`src/rtl/rcs_pkg.sv`:
```
// Package with register map, field layout and reset values of the channel status and coalescing block.
package rcs_pkg;
    localparam logic [11:0] control_offset = 12'h000;
    localparam logic [11:0] status_offset = 12'h004;
    localparam logic [11:0] event_offset = 12'h008;
    localparam logic [11:0] pointer_offset = 12'h00c;
    localparam logic [11:0] length_offset = 12'h010;
    localparam int run_stop_bit = 0;
    localparam int completion_enable_bit = 12;
    localparam int delay_event_enable_bit = 13;
    localparam int threshold_low = 16;
    localparam int delay_low = 24;
    localparam int halted_bit = 0;
    localparam int idle_bit = 1;
    localparam int sg_present_bit = 3;
    localparam int completion_irq_bit = 12;
    localparam int delay_irq_bit = 13;
    localparam logic [7:0] threshold_reset = 8'h01;
    localparam logic [7:0] threshold_min = 8'h01;
    localparam logic [7:0] delay_reset = 8'h00;
    localparam logic [1:0] resp_okay = 2'b00;
    localparam logic [1:0] resp_slverr = 2'b10;
    localparam logic [3:0] stop_lag_cycles = 4'h4;
    localparam logic [7:0] delay_tick_reset = 8'h00;

    typedef struct packed {
        logic run_stop;
        logic completion_enable;
        logic delay_event_enable;
        logic [7:0] coalesce_threshold;
        logic [7:0] irq_delay_timeout;
    } rcs_control_type;

    typedef struct packed {
        logic halted;
        logic idle;
        logic sg_engine_present;
    } rcs_status_type;

    typedef struct packed {
        logic packet_end;
        logic packet_start;
        logic completion_event;
    } rcs_event_type;
endpackage

```
`src/rtl/rcs_channel_status.sv`:
```
// Control, status and interrupt coalescing for the memory to stream channel, with an AXI4-Lite slave.
// Function
// RULE1 - Threshold write of zero is ignored
// RULE2 - Simple mode ignores threshold and delay fields
// RULE3 - Delay timeout field bits 31:24, resets zero
// RULE4 - Timer reaching timeout raises delay event
// RULE5 - Zero timeout disables delay event
// RULE6 - Status bit 0 is halted, resets one
// RULE7 - SG halt needs stop, data, descriptors idle
// RULE8 - Simple halt needs stop and data idle
// RULE9 - Halted SG pointer writes start nothing
// RULE10 - Halted simple length write starts nothing
// RULE11 - SG idle when tail reached, queue done
// RULE12 - SG tail write resumes and clears idle
// RULE13 - Simple idle once transfer done, paused
// RULE14 - Idle reads zero while halted
// RULE15 - Idle zero until first transfer
// RULE16 - Status bit 2 reserved, reads zero
// RULE17 - Status bit 3 shows SG option
// RULE18 - Threshold field bits 23:16, resets one
// RULE19 - Completion events count down from threshold
// RULE20 - Delay event gated by its enable
// RULE21 - Run sets clear halted once running
`timescale 1ns/1ps
module rcs_channel_status #(
    parameter bit scatter_gather_option = 1'b1
) (
    // Clock and reset.
    input wire logic aclk,
    input wire logic aresetn,
    // AXI4-Lite write address.
    input wire logic [11:0] s_axi_awaddr,
    input wire logic s_axi_awvalid,
    output logic s_axi_awready,
    // AXI4-Lite write data.
    input wire logic [31:0] s_axi_wdata,
    input wire logic [3:0] s_axi_wstrb,
    input wire logic s_axi_wvalid,
    output logic s_axi_wready,
    // AXI4-Lite write response.
    output logic [1:0] s_axi_bresp,
    output logic s_axi_bvalid,
    input wire logic s_axi_bready,
    // AXI4-Lite read address.
    input wire logic [11:0] s_axi_araddr,
    input wire logic s_axi_arvalid,
    output logic s_axi_arready,
    // AXI4-Lite read data.
    output logic [31:0] s_axi_rdata,
    output logic [1:0] s_axi_rresp,
    output logic s_axi_rvalid,
    input wire logic s_axi_rready,
    // Engine activity, from logic on this clock.
    input wire logic data_busy,
    input wire logic descriptor_busy,
    input wire logic tail_reached,
    input wire logic transfer_done,
    input wire rcs_pkg::rcs_event_type engine_events,
    // Engine commands.
    output logic start_request,
    output logic [31:0] pointer_value,
    output logic [31:0] length_value,
    output logic run_stop,
    // Interrupt request.
    output logic irq_out
);
    typedef struct packed {
        logic aw_held;
        logic [11:0] aw_addr;
        logic w_held;
        logic [31:0] w_data;
        logic [3:0] w_strb;
        logic bvalid;
        logic [1:0] bresp;
        logic rvalid;
        logic [1:0] rresp;
        logic [31:0] rdata;
        rcs_pkg::rcs_control_type ctrl;
        logic halted;
        logic idle;
        logic ever_started;
        logic [3:0] stop_lag;
        logic completion_irq;
        logic delay_irq;
        logic start_request;
        logic [31:0] pointer_value;
        logic [31:0] length_value;
        logic irq_out;
    } rcs_state_type;

    rcs_state_type state;
    rcs_state_type next_state;
    logic coalesce_fire;
    logic delay_fire;
    logic coalesce_reload;
    logic do_write;
    logic do_read;
    logic [31:0] status_word;
    logic [31:0] control_word;
    logic [31:0] wmask;
    logic [7:0] new_threshold;
    logic [7:0] new_delay;
    logic engine_stopped;

    // Simple mode forces the coalescing fields out of the interrupt path. see RULE2
    rcs_coalesce_counter coalesce (
        .aclk(aclk),
        .aresetn(aresetn),
        .threshold(scatter_gather_option ? next_state.ctrl.coalesce_threshold : rcs_pkg::threshold_min),
        .reload(coalesce_reload),
        .event_in(engine_events.completion_event),
        .fire(coalesce_fire)
    );

    rcs_delay_timer delay (
        .aclk(aclk),
        .aresetn(aresetn),
        .active(scatter_gather_option), // see RULE2
        .timeout(state.ctrl.irq_delay_timeout),
        .packet_end(engine_events.packet_end),
        .packet_start(engine_events.packet_start),
        .expired(delay_fire)
    );

    assign do_write = state.aw_held && state.w_held && !state.bvalid;
    assign do_read = s_axi_arvalid && !state.rvalid;
    assign coalesce_reload = do_write && state.aw_addr == rcs_pkg::control_offset;
    assign wmask = {{8{state.w_strb[3]}}, {8{state.w_strb[2]}}, {8{state.w_strb[1]}}, {8{state.w_strb[0]}}};
    // Halting waits for descriptor activity only when that engine exists. see RULE7 see RULE8
    assign engine_stopped = !data_busy && !(scatter_gather_option && descriptor_busy);

    always_comb begin
        control_word = '0;
        control_word[rcs_pkg::run_stop_bit] = state.ctrl.run_stop;
        control_word[rcs_pkg::completion_enable_bit] = state.ctrl.completion_enable;
        control_word[rcs_pkg::delay_event_enable_bit] = state.ctrl.delay_event_enable;
        control_word[rcs_pkg::threshold_low +: 8] = state.ctrl.coalesce_threshold; // see RULE18
        control_word[rcs_pkg::delay_low +: 8] = state.ctrl.irq_delay_timeout; // see RULE3
        status_word = '0; // Bit 2 stays zero. see RULE16
        status_word[rcs_pkg::halted_bit] = state.halted; // see RULE6
        status_word[rcs_pkg::idle_bit] = state.idle;
        status_word[rcs_pkg::sg_present_bit] = scatter_gather_option; // see RULE17
        status_word[rcs_pkg::completion_irq_bit] = state.completion_irq;
        status_word[rcs_pkg::delay_irq_bit] = state.delay_irq;
        new_threshold = (control_word[rcs_pkg::threshold_low +: 8] & ~wmask[rcs_pkg::threshold_low +: 8])
            | (state.w_data[rcs_pkg::threshold_low +: 8] & wmask[rcs_pkg::threshold_low +: 8]);
        new_delay = (control_word[rcs_pkg::delay_low +: 8] & ~wmask[rcs_pkg::delay_low +: 8])
            | (state.w_data[rcs_pkg::delay_low +: 8] & wmask[rcs_pkg::delay_low +: 8]);
    end

    always_comb begin
        next_state = state;
        next_state.start_request = 1'b0;
        if (s_axi_awvalid && !state.aw_held) begin
            next_state.aw_held = 1'b1;
            next_state.aw_addr = s_axi_awaddr;
        end
        if (s_axi_wvalid && !state.w_held) begin
            next_state.w_held = 1'b1;
            next_state.w_data = s_axi_wdata;
            next_state.w_strb = s_axi_wstrb;
        end
        if (state.bvalid && s_axi_bready) begin
            next_state.bvalid = 1'b0;
        end
        if (state.rvalid && s_axi_rready) begin
            next_state.rvalid = 1'b0;
        end

        if (state.ctrl.run_stop) begin
            next_state.stop_lag = '0;
            next_state.halted = 1'b0; // see RULE21
        end else if (engine_stopped && !state.halted) begin
            // Allow the movers a few cycles to drain before reporting halted.
            if (state.stop_lag >= rcs_pkg::stop_lag_cycles) begin
                next_state.halted = 1'b1; // see RULE7 see RULE8
            end else begin
                next_state.stop_lag = state.stop_lag + 4'h1;
            end
        end else begin
            next_state.stop_lag = '0;
        end

        if (state.halted || !state.ever_started) begin
            next_state.idle = 1'b0; // see RULE14 see RULE15
        end else if (scatter_gather_option) begin
            next_state.idle = tail_reached && !descriptor_busy && !data_busy; // see RULE11
        end else begin
            next_state.idle = transfer_done && !data_busy; // see RULE13
        end

        if (do_write) begin
            next_state.aw_held = 1'b0;
            next_state.w_held = 1'b0;
            next_state.bvalid = 1'b1;
            next_state.bresp = rcs_pkg::resp_okay;
            unique case (state.aw_addr)
                rcs_pkg::control_offset: begin
                    if (state.w_strb[0]) begin
                        next_state.ctrl.run_stop = state.w_data[rcs_pkg::run_stop_bit];
                    end
                    if (state.w_strb[1]) begin
                        next_state.ctrl.completion_enable = state.w_data[rcs_pkg::completion_enable_bit];
                        next_state.ctrl.delay_event_enable = state.w_data[rcs_pkg::delay_event_enable_bit];
                    end
                    if (new_threshold != 8'h00) begin
                        next_state.ctrl.coalesce_threshold = new_threshold; // see RULE1
                    end
                    next_state.ctrl.irq_delay_timeout = new_delay; // see RULE3
                end
                rcs_pkg::status_offset: begin
                    // Writing one clears an interrupt flag.
                    if (state.w_strb[1] && state.w_data[rcs_pkg::completion_irq_bit]) begin
                        next_state.completion_irq = 1'b0;
                    end
                    if (state.w_strb[1] && state.w_data[rcs_pkg::delay_irq_bit]) begin
                        next_state.delay_irq = 1'b0;
                    end
                end
                rcs_pkg::pointer_offset: begin
                    next_state.pointer_value = state.w_data;
                    if (scatter_gather_option && !state.halted) begin
                        // A tail write resumes processing and drops idle. see RULE9 see RULE12
                        next_state.start_request = 1'b1;
                        next_state.idle = 1'b0;
                        next_state.ever_started = 1'b1;
                    end
                end
                rcs_pkg::length_offset: begin
                    next_state.length_value = state.w_data;
                    if (!scatter_gather_option && !state.halted) begin
                        next_state.start_request = 1'b1; // see RULE10
                        next_state.idle = 1'b0;
                        next_state.ever_started = 1'b1;
                    end
                end
                default: begin
                    next_state.bresp = rcs_pkg::resp_slverr;
                end
            endcase
        end

        // Flags set after the clear so a new event is never lost.
        if (coalesce_fire) begin
            next_state.completion_irq = 1'b1;
        end
        if (delay_fire) begin
            next_state.delay_irq = 1'b1; // see RULE4
        end

        if (do_read) begin
            next_state.rvalid = 1'b1;
            next_state.rresp = rcs_pkg::resp_okay;
            unique case (s_axi_araddr)
                rcs_pkg::control_offset: next_state.rdata = control_word;
                rcs_pkg::status_offset: next_state.rdata = status_word;
                rcs_pkg::pointer_offset: next_state.rdata = state.pointer_value;
                rcs_pkg::length_offset: next_state.rdata = state.length_value;
                default: begin
                    next_state.rdata = '0;
                    next_state.rresp = rcs_pkg::resp_slverr;
                end
            endcase
        end

        next_state.irq_out = (state.completion_irq && state.ctrl.completion_enable)
            || (scatter_gather_option && state.delay_irq && state.ctrl.delay_event_enable); // see RULE20 see RULE2
    end

    always_ff @(posedge aclk) begin
        if (!aresetn) begin
            state <= '0;
            state.halted <= 1'b1; // see RULE6
            state.ctrl.coalesce_threshold <= rcs_pkg::threshold_reset; // see RULE18
            state.ctrl.irq_delay_timeout <= rcs_pkg::delay_reset; // see RULE3
        end else begin
            state <= next_state;
        end
    end

    assign s_axi_awready = !state.aw_held;
    assign s_axi_wready = !state.w_held;
    assign s_axi_bvalid = state.bvalid;
    assign s_axi_bresp = state.bresp;
    assign s_axi_arready = !state.rvalid;
    assign s_axi_rvalid = state.rvalid;
    assign s_axi_rresp = state.rresp;
    assign s_axi_rdata = state.rdata;
    assign start_request = state.start_request;
    assign pointer_value = state.pointer_value;
    assign length_value = state.length_value;
    assign run_stop = state.ctrl.run_stop;
    assign irq_out = state.irq_out;
endmodule

```
`src/rtl/rcs_delay_timer.sv`:
```
// Interrupt delay timer that runs from the end of a packet to the programmed timeout.
`timescale 1ns/1ps
module rcs_delay_timer (
    // Clock and reset.
    input wire logic aclk,
    input wire logic aresetn,
    // Control.
    input wire logic active,
    input wire logic [7:0] timeout,
    input wire logic packet_end,
    input wire logic packet_start,
    // Result.
    output logic expired
);
    typedef struct packed {
        logic running;
        logic [7:0] count;
        logic expired;
    } rcs_timer_type;

    rcs_timer_type state;
    rcs_timer_type next_state;

    always_comb begin
        next_state = state;
        next_state.expired = 1'b0;
        if (!active || timeout == 8'h00) begin
            // A zero timeout stops the timer so it can never fire. see RULE5
            next_state.running = 1'b0;
            next_state.count = 8'h00;
        end else if (packet_start) begin
            next_state.running = 1'b0; // see RULE3
            next_state.count = 8'h00;
        end else if (packet_end) begin
            next_state.running = 1'b1; // see RULE3
            next_state.count = 8'h00;
        end else if (state.running) begin
            if (state.count + 8'h01 >= timeout) begin
                next_state.expired = 1'b1; // see RULE4
                next_state.running = 1'b0; // see RULE3
                next_state.count = 8'h00;
            end else begin
                next_state.count = state.count + 8'h01;
            end
        end
    end

    always_ff @(posedge aclk) begin
        if (!aresetn) begin
            state <= '0;
        end else begin
            state <= next_state;
        end
    end

    assign expired = state.expired;
endmodule

```
`src/rtl/rcs_coalesce_counter.sv`:
```
// Completion event counter that fires once per threshold events.
`timescale 1ns/1ps
module rcs_coalesce_counter (
    // Clock and reset.
    input wire logic aclk,
    input wire logic aresetn,
    // Control.
    input wire logic [7:0] threshold,
    input wire logic reload,
    input wire logic event_in,
    // Result.
    output logic fire
);
    typedef struct packed {
        logic [7:0] count;
        logic fire;
    } rcs_count_type;

    rcs_count_type state;
    rcs_count_type next_state;

    always_comb begin
        next_state = state;
        next_state.fire = 1'b0;
        if (reload) begin
            next_state.count = threshold;
        end else if (event_in) begin
            if (state.count <= 8'h01) begin
                // Count reached zero: fire and reload. see RULE19
                next_state.fire = 1'b1;
                next_state.count = threshold;
            end else begin
                next_state.count = state.count - 8'h01; // see RULE19
            end
        end
    end

    always_ff @(posedge aclk) begin
        if (!aresetn) begin
            state.count <= rcs_pkg::threshold_reset;
            state.fire <= 1'b0;
        end else begin
            state <= next_state;
        end
    end

    assign fire = state.fire;
endmodule

```
`config.mk`:
```
export PLATFORM = sky130hd
export DESIGN_NAME = rcs_channel_status
export DESIGN_NICKNAME = d
export VERILOG_FILES = /design/src/rtl/rcs_pkg.sv /design/src/rtl/rcs_channel_status.sv /design/src/rtl/rcs_delay_timer.sv /design/src/rtl/rcs_coalesce_counter.sv
export SDC_FILE = /design/constraint.sdc
export NUM_CORES = 1
export LEC_CHECK = 0
export BUFFER_PORTS_ARGS = -buffer_cell sky130_fd_sc_hd__buf_4
export CORE_MARGIN = 4
export CORE_UTILIZATION = 50
export DETAILED_ROUTE_END_ITERATION = 16
export GPL_ROUTABILITY_DRIVEN = 0
export GPL_TIMING_DRIVEN = 0
export HOLD_SLACK_MARGIN = 0.03
export PLACE_DENSITY = 0.83
export SLEW_MARGIN = 10
export SYNTH_ARGS = -nofsm -noshare
export SYNTH_HDL_FRONTEND = slang
export SYNTH_SLANG_ARGS = --single-unit
```
`constraint.sdc`:
```
create_clock -name aclk -period 6.15 [get_ports aclk]
set_input_delay 0.615 -clock aclk [delete_from_list [all_inputs] [get_ports aclk]]
set_output_delay 0.615 -clock aclk [all_outputs]
set_load 0.005 [all_outputs]
```
==> reports/results.tsv <==
metric	value	unit
CTS resizes	0	
Peak VDD IR	219	uV
Core Util, Final	0.636	
clock sink count	199	
post-synthesis cell count	1134	
proportion of layout cells with a drive suffix above 1	0.246	
Leak	4.81	nW
DRT Pass-1 Iters	5	
RSZ-0062 raised after global routing	no	
Core Region	18100	um^2
main area contributors after synthesis	dfxtp_1, nand2_1, a21boi_0	
Post-Syn Area	9310	um^2
CTS H-tree lvls	4	
post-DR vias/cell	5.38	
Setup Fix Bufs, Post-CTS	0	
reg-to-reg critical path startpoint	state[180]	
Yosys Warn Count	0	
antenna cells	0	
CP required	6.50	ns
net switching power	0.000736	W
Clock Path Buffers	2	
Synth top area share	0.428	
post-synthesis mux area share	0.0284	
largest net degree at the start of global routing	20	
Int Pwr	0.00209	W
Fillers	1501	
Adder-Cell Fraction of Synth Area	0.0161	
DR iter-0 viols	736	
Setup CP Type	flop to flop	
period utilisation layout	0.432	
Min Hold Slack	0.390	ns
fmax	0.376	GHz
setup TNS	0	ns
Synth cell types	59	
setup violators final	0	
final-report max-slew violation count	0	
relative slew slack	0.484	
Setup crit start	state[180]	
Post-Syn Area per Cell	8.21	um^2
Synth Area in Compound Gates	0.197	
first-pass GRT wire length	39.2	mm
Worst setup EP type	flop	
FF+latch area	3980	um^2
Commonest cells post-synth	nand2_1, dfxtp_1, a21boi_0, buf_4, clkbuf_1	
top_reg_cell synth	dfxtp_1	
total CTS buffers	17	
Worst Path Max Fanout	10	
XOR/XNOR Fraction of Synth Area	0.0132	
Startpoint Class	flop	
half-perimeter wire length after placement	19.0	mm
post-synthesis async set-or-reset flop share	0	
number of global-route vias before repair	7834	
worst path arrival time	3.01	ns
worst clock skew	0.00827	ns
IO Port Bufs	177	
Starting Density	0.513	
Sw Share	0.260	
CTS tree	done	
Hold WC Path Type	input port to flop	
combinational power share	0.106	
Die Y	144	um
final hold vios	0	
GRT Util Overall	0.240	
main combinational cell family by area after synthesis	simple AND/OR/NAND/NOR gates	
hold buffers post-CTS	0	
worst-margin pin slew	0.774	ns
DRT antenna net count	0	
Routed WL	25.6	mm
Synth Area in Simple Gates	0.202	
count leader, synth	nand2_1	
area of the die	20900	um^2
Multi-input gate area	4260	um^2
register bit total from synthesis	199	
number of synthesized flops with an enable pin	0	
status	completed	
DRC	0	
post-synthesis sequential area ratio	0.428	
reported max-cap violation count	0	
Worst Min Path Start	engine_events[2]	
Worst-Skew Late Latency	0.44	ns
Die W	144	um
vias	8464	
FP Rows	49	
Root Buffer	clkbuf_16	
clock power share	0.412	
IO Count	182	
pwr dens	245	nW/um^2
largest area contributor in the netlist	dfxtp_1	
grt ovf	0	
Layout area overhead	24.0	%
reg-to-reg slack, setup	3.49	ns
Tmin final	2.66	ns
nets	1417	
clk slew on worst S/H paths	0.07	ns
detailed-route wire length per cell	16.3	um
initial antenna violation count	0	
Reg power frac	0.482	
==> logic make-up (layout without fill, tap and decap cells) <==
group | Yosys count | in the layout
xor+xnor | 14 | 14
flops | 199 | 199
mux | 26 | 26
other cells | 1 | 2
fa+ha+maj | 12 | 12
buf+inv | 181 | 390
simple gates | 436 | 436
compound gates | 265 | 265
==> layout make-up <==
class / instances / share of cell area
tap: 229 / 0.0248
clock inverter: 14 / 0.0155
multi-input combinational: 755 / 0.369
inverter: 16 / 0.00520
clock buffer: 18 / 0.0380
sequential: 199 / 0.345
timing repair buffer: 177 / 0.115
buffer: 165 / 0.0873
==> worst max-delay path, cell delays in order, from the launching register on <==
cell	delay (ns)
dfxtp_1	0.31
nor4_1	0.54
and3_1	0.25
clkbuf_1	0.22
and3_1	0.20
buf_2	0.21
clkbuf_1	0.50
nand2_1	0.14
a21boi_0	0.20
==> per-layer routing <==
layer  GRT usage  vias up  share of wire
met3      0.0437       61          0.072
met4       0.107        0          0.034
li1            -     4106              -
met1       0.318     3940           0.43
met5           0        -              0
met2       0.384      357           0.47
==> layout by cell type (no fill, tap or decap), types with 4 or more instances in the layout <==
master / count
nand2_1: 309
buf_4: 278
dfxtp_1: 199
a21boi_0: 128
clkbuf_1: 54
o21ai_0: 44
nor2_1: 42
a21oi_1: 30
mux2i_1: 23
a22oi_1: 20
clkbuf_16: 17
inv_1: 16
nor3_1: 16
nor2b_1: 14
ha_1: 12
xor2_1: 11
nand3_1: 10
o21a_1: 9
nand2b_1: 9
buf_2: 8
and3_1: 7
o211a_1: 6
nor4_1: 6
inv_6: 5
a21o_1: 4
or4_1: 4
==> flip-flops by register name, indices dropped and copies added, names as in the netlist, 8 cells and up, named ones only <==
name,count
control_word,10
length_value,32
delay.state,9
coalesce.state,8
s_axi_rdata,32
state,59
pointer_value,32
==> power groups by stage <==
stage                     logic [W]  clock network [W]  registers, W
after floorplan            0.000199                  0       0.00138
after global placement     0.000287                  0       0.00139
after detailed placement   0.000292                  0       0.00139
after CTS                  0.000296            0.00117       0.00136
after global routing       0.000326            0.00122       0.00137
final                      0.000300            0.00116       0.00136
==> final timing paths <==
path                       endpoint  cells past startpoint
hold / removal       delay.state[9]                      2
setup / recovery  pointer_value[24]                      8
setup reg to reg  pointer_value[24]                      8
hold reg to reg     s_axi_rdata[25]                      2
==> stage by stage <==
stage / instances / total power, W / cell area, um^2 / setup slack (ns)
final: 1573 / 0.00283 / 11500 / 3.49
after global placement: 1541 / 0.00168 / 10900 / 3.32
after floorplan: 1135 / 0.00158 / 9320 / 3.91
after CTS: 1573 / 0.00283 / 11500 / 3.50
after global routing: 1573 / 0.00292 / 11500 / 3.22
after detailed placement: 1541 / 0.00168 / 10900 / 3.31
No activity file was read; power rests on OpenSTA's default activity.
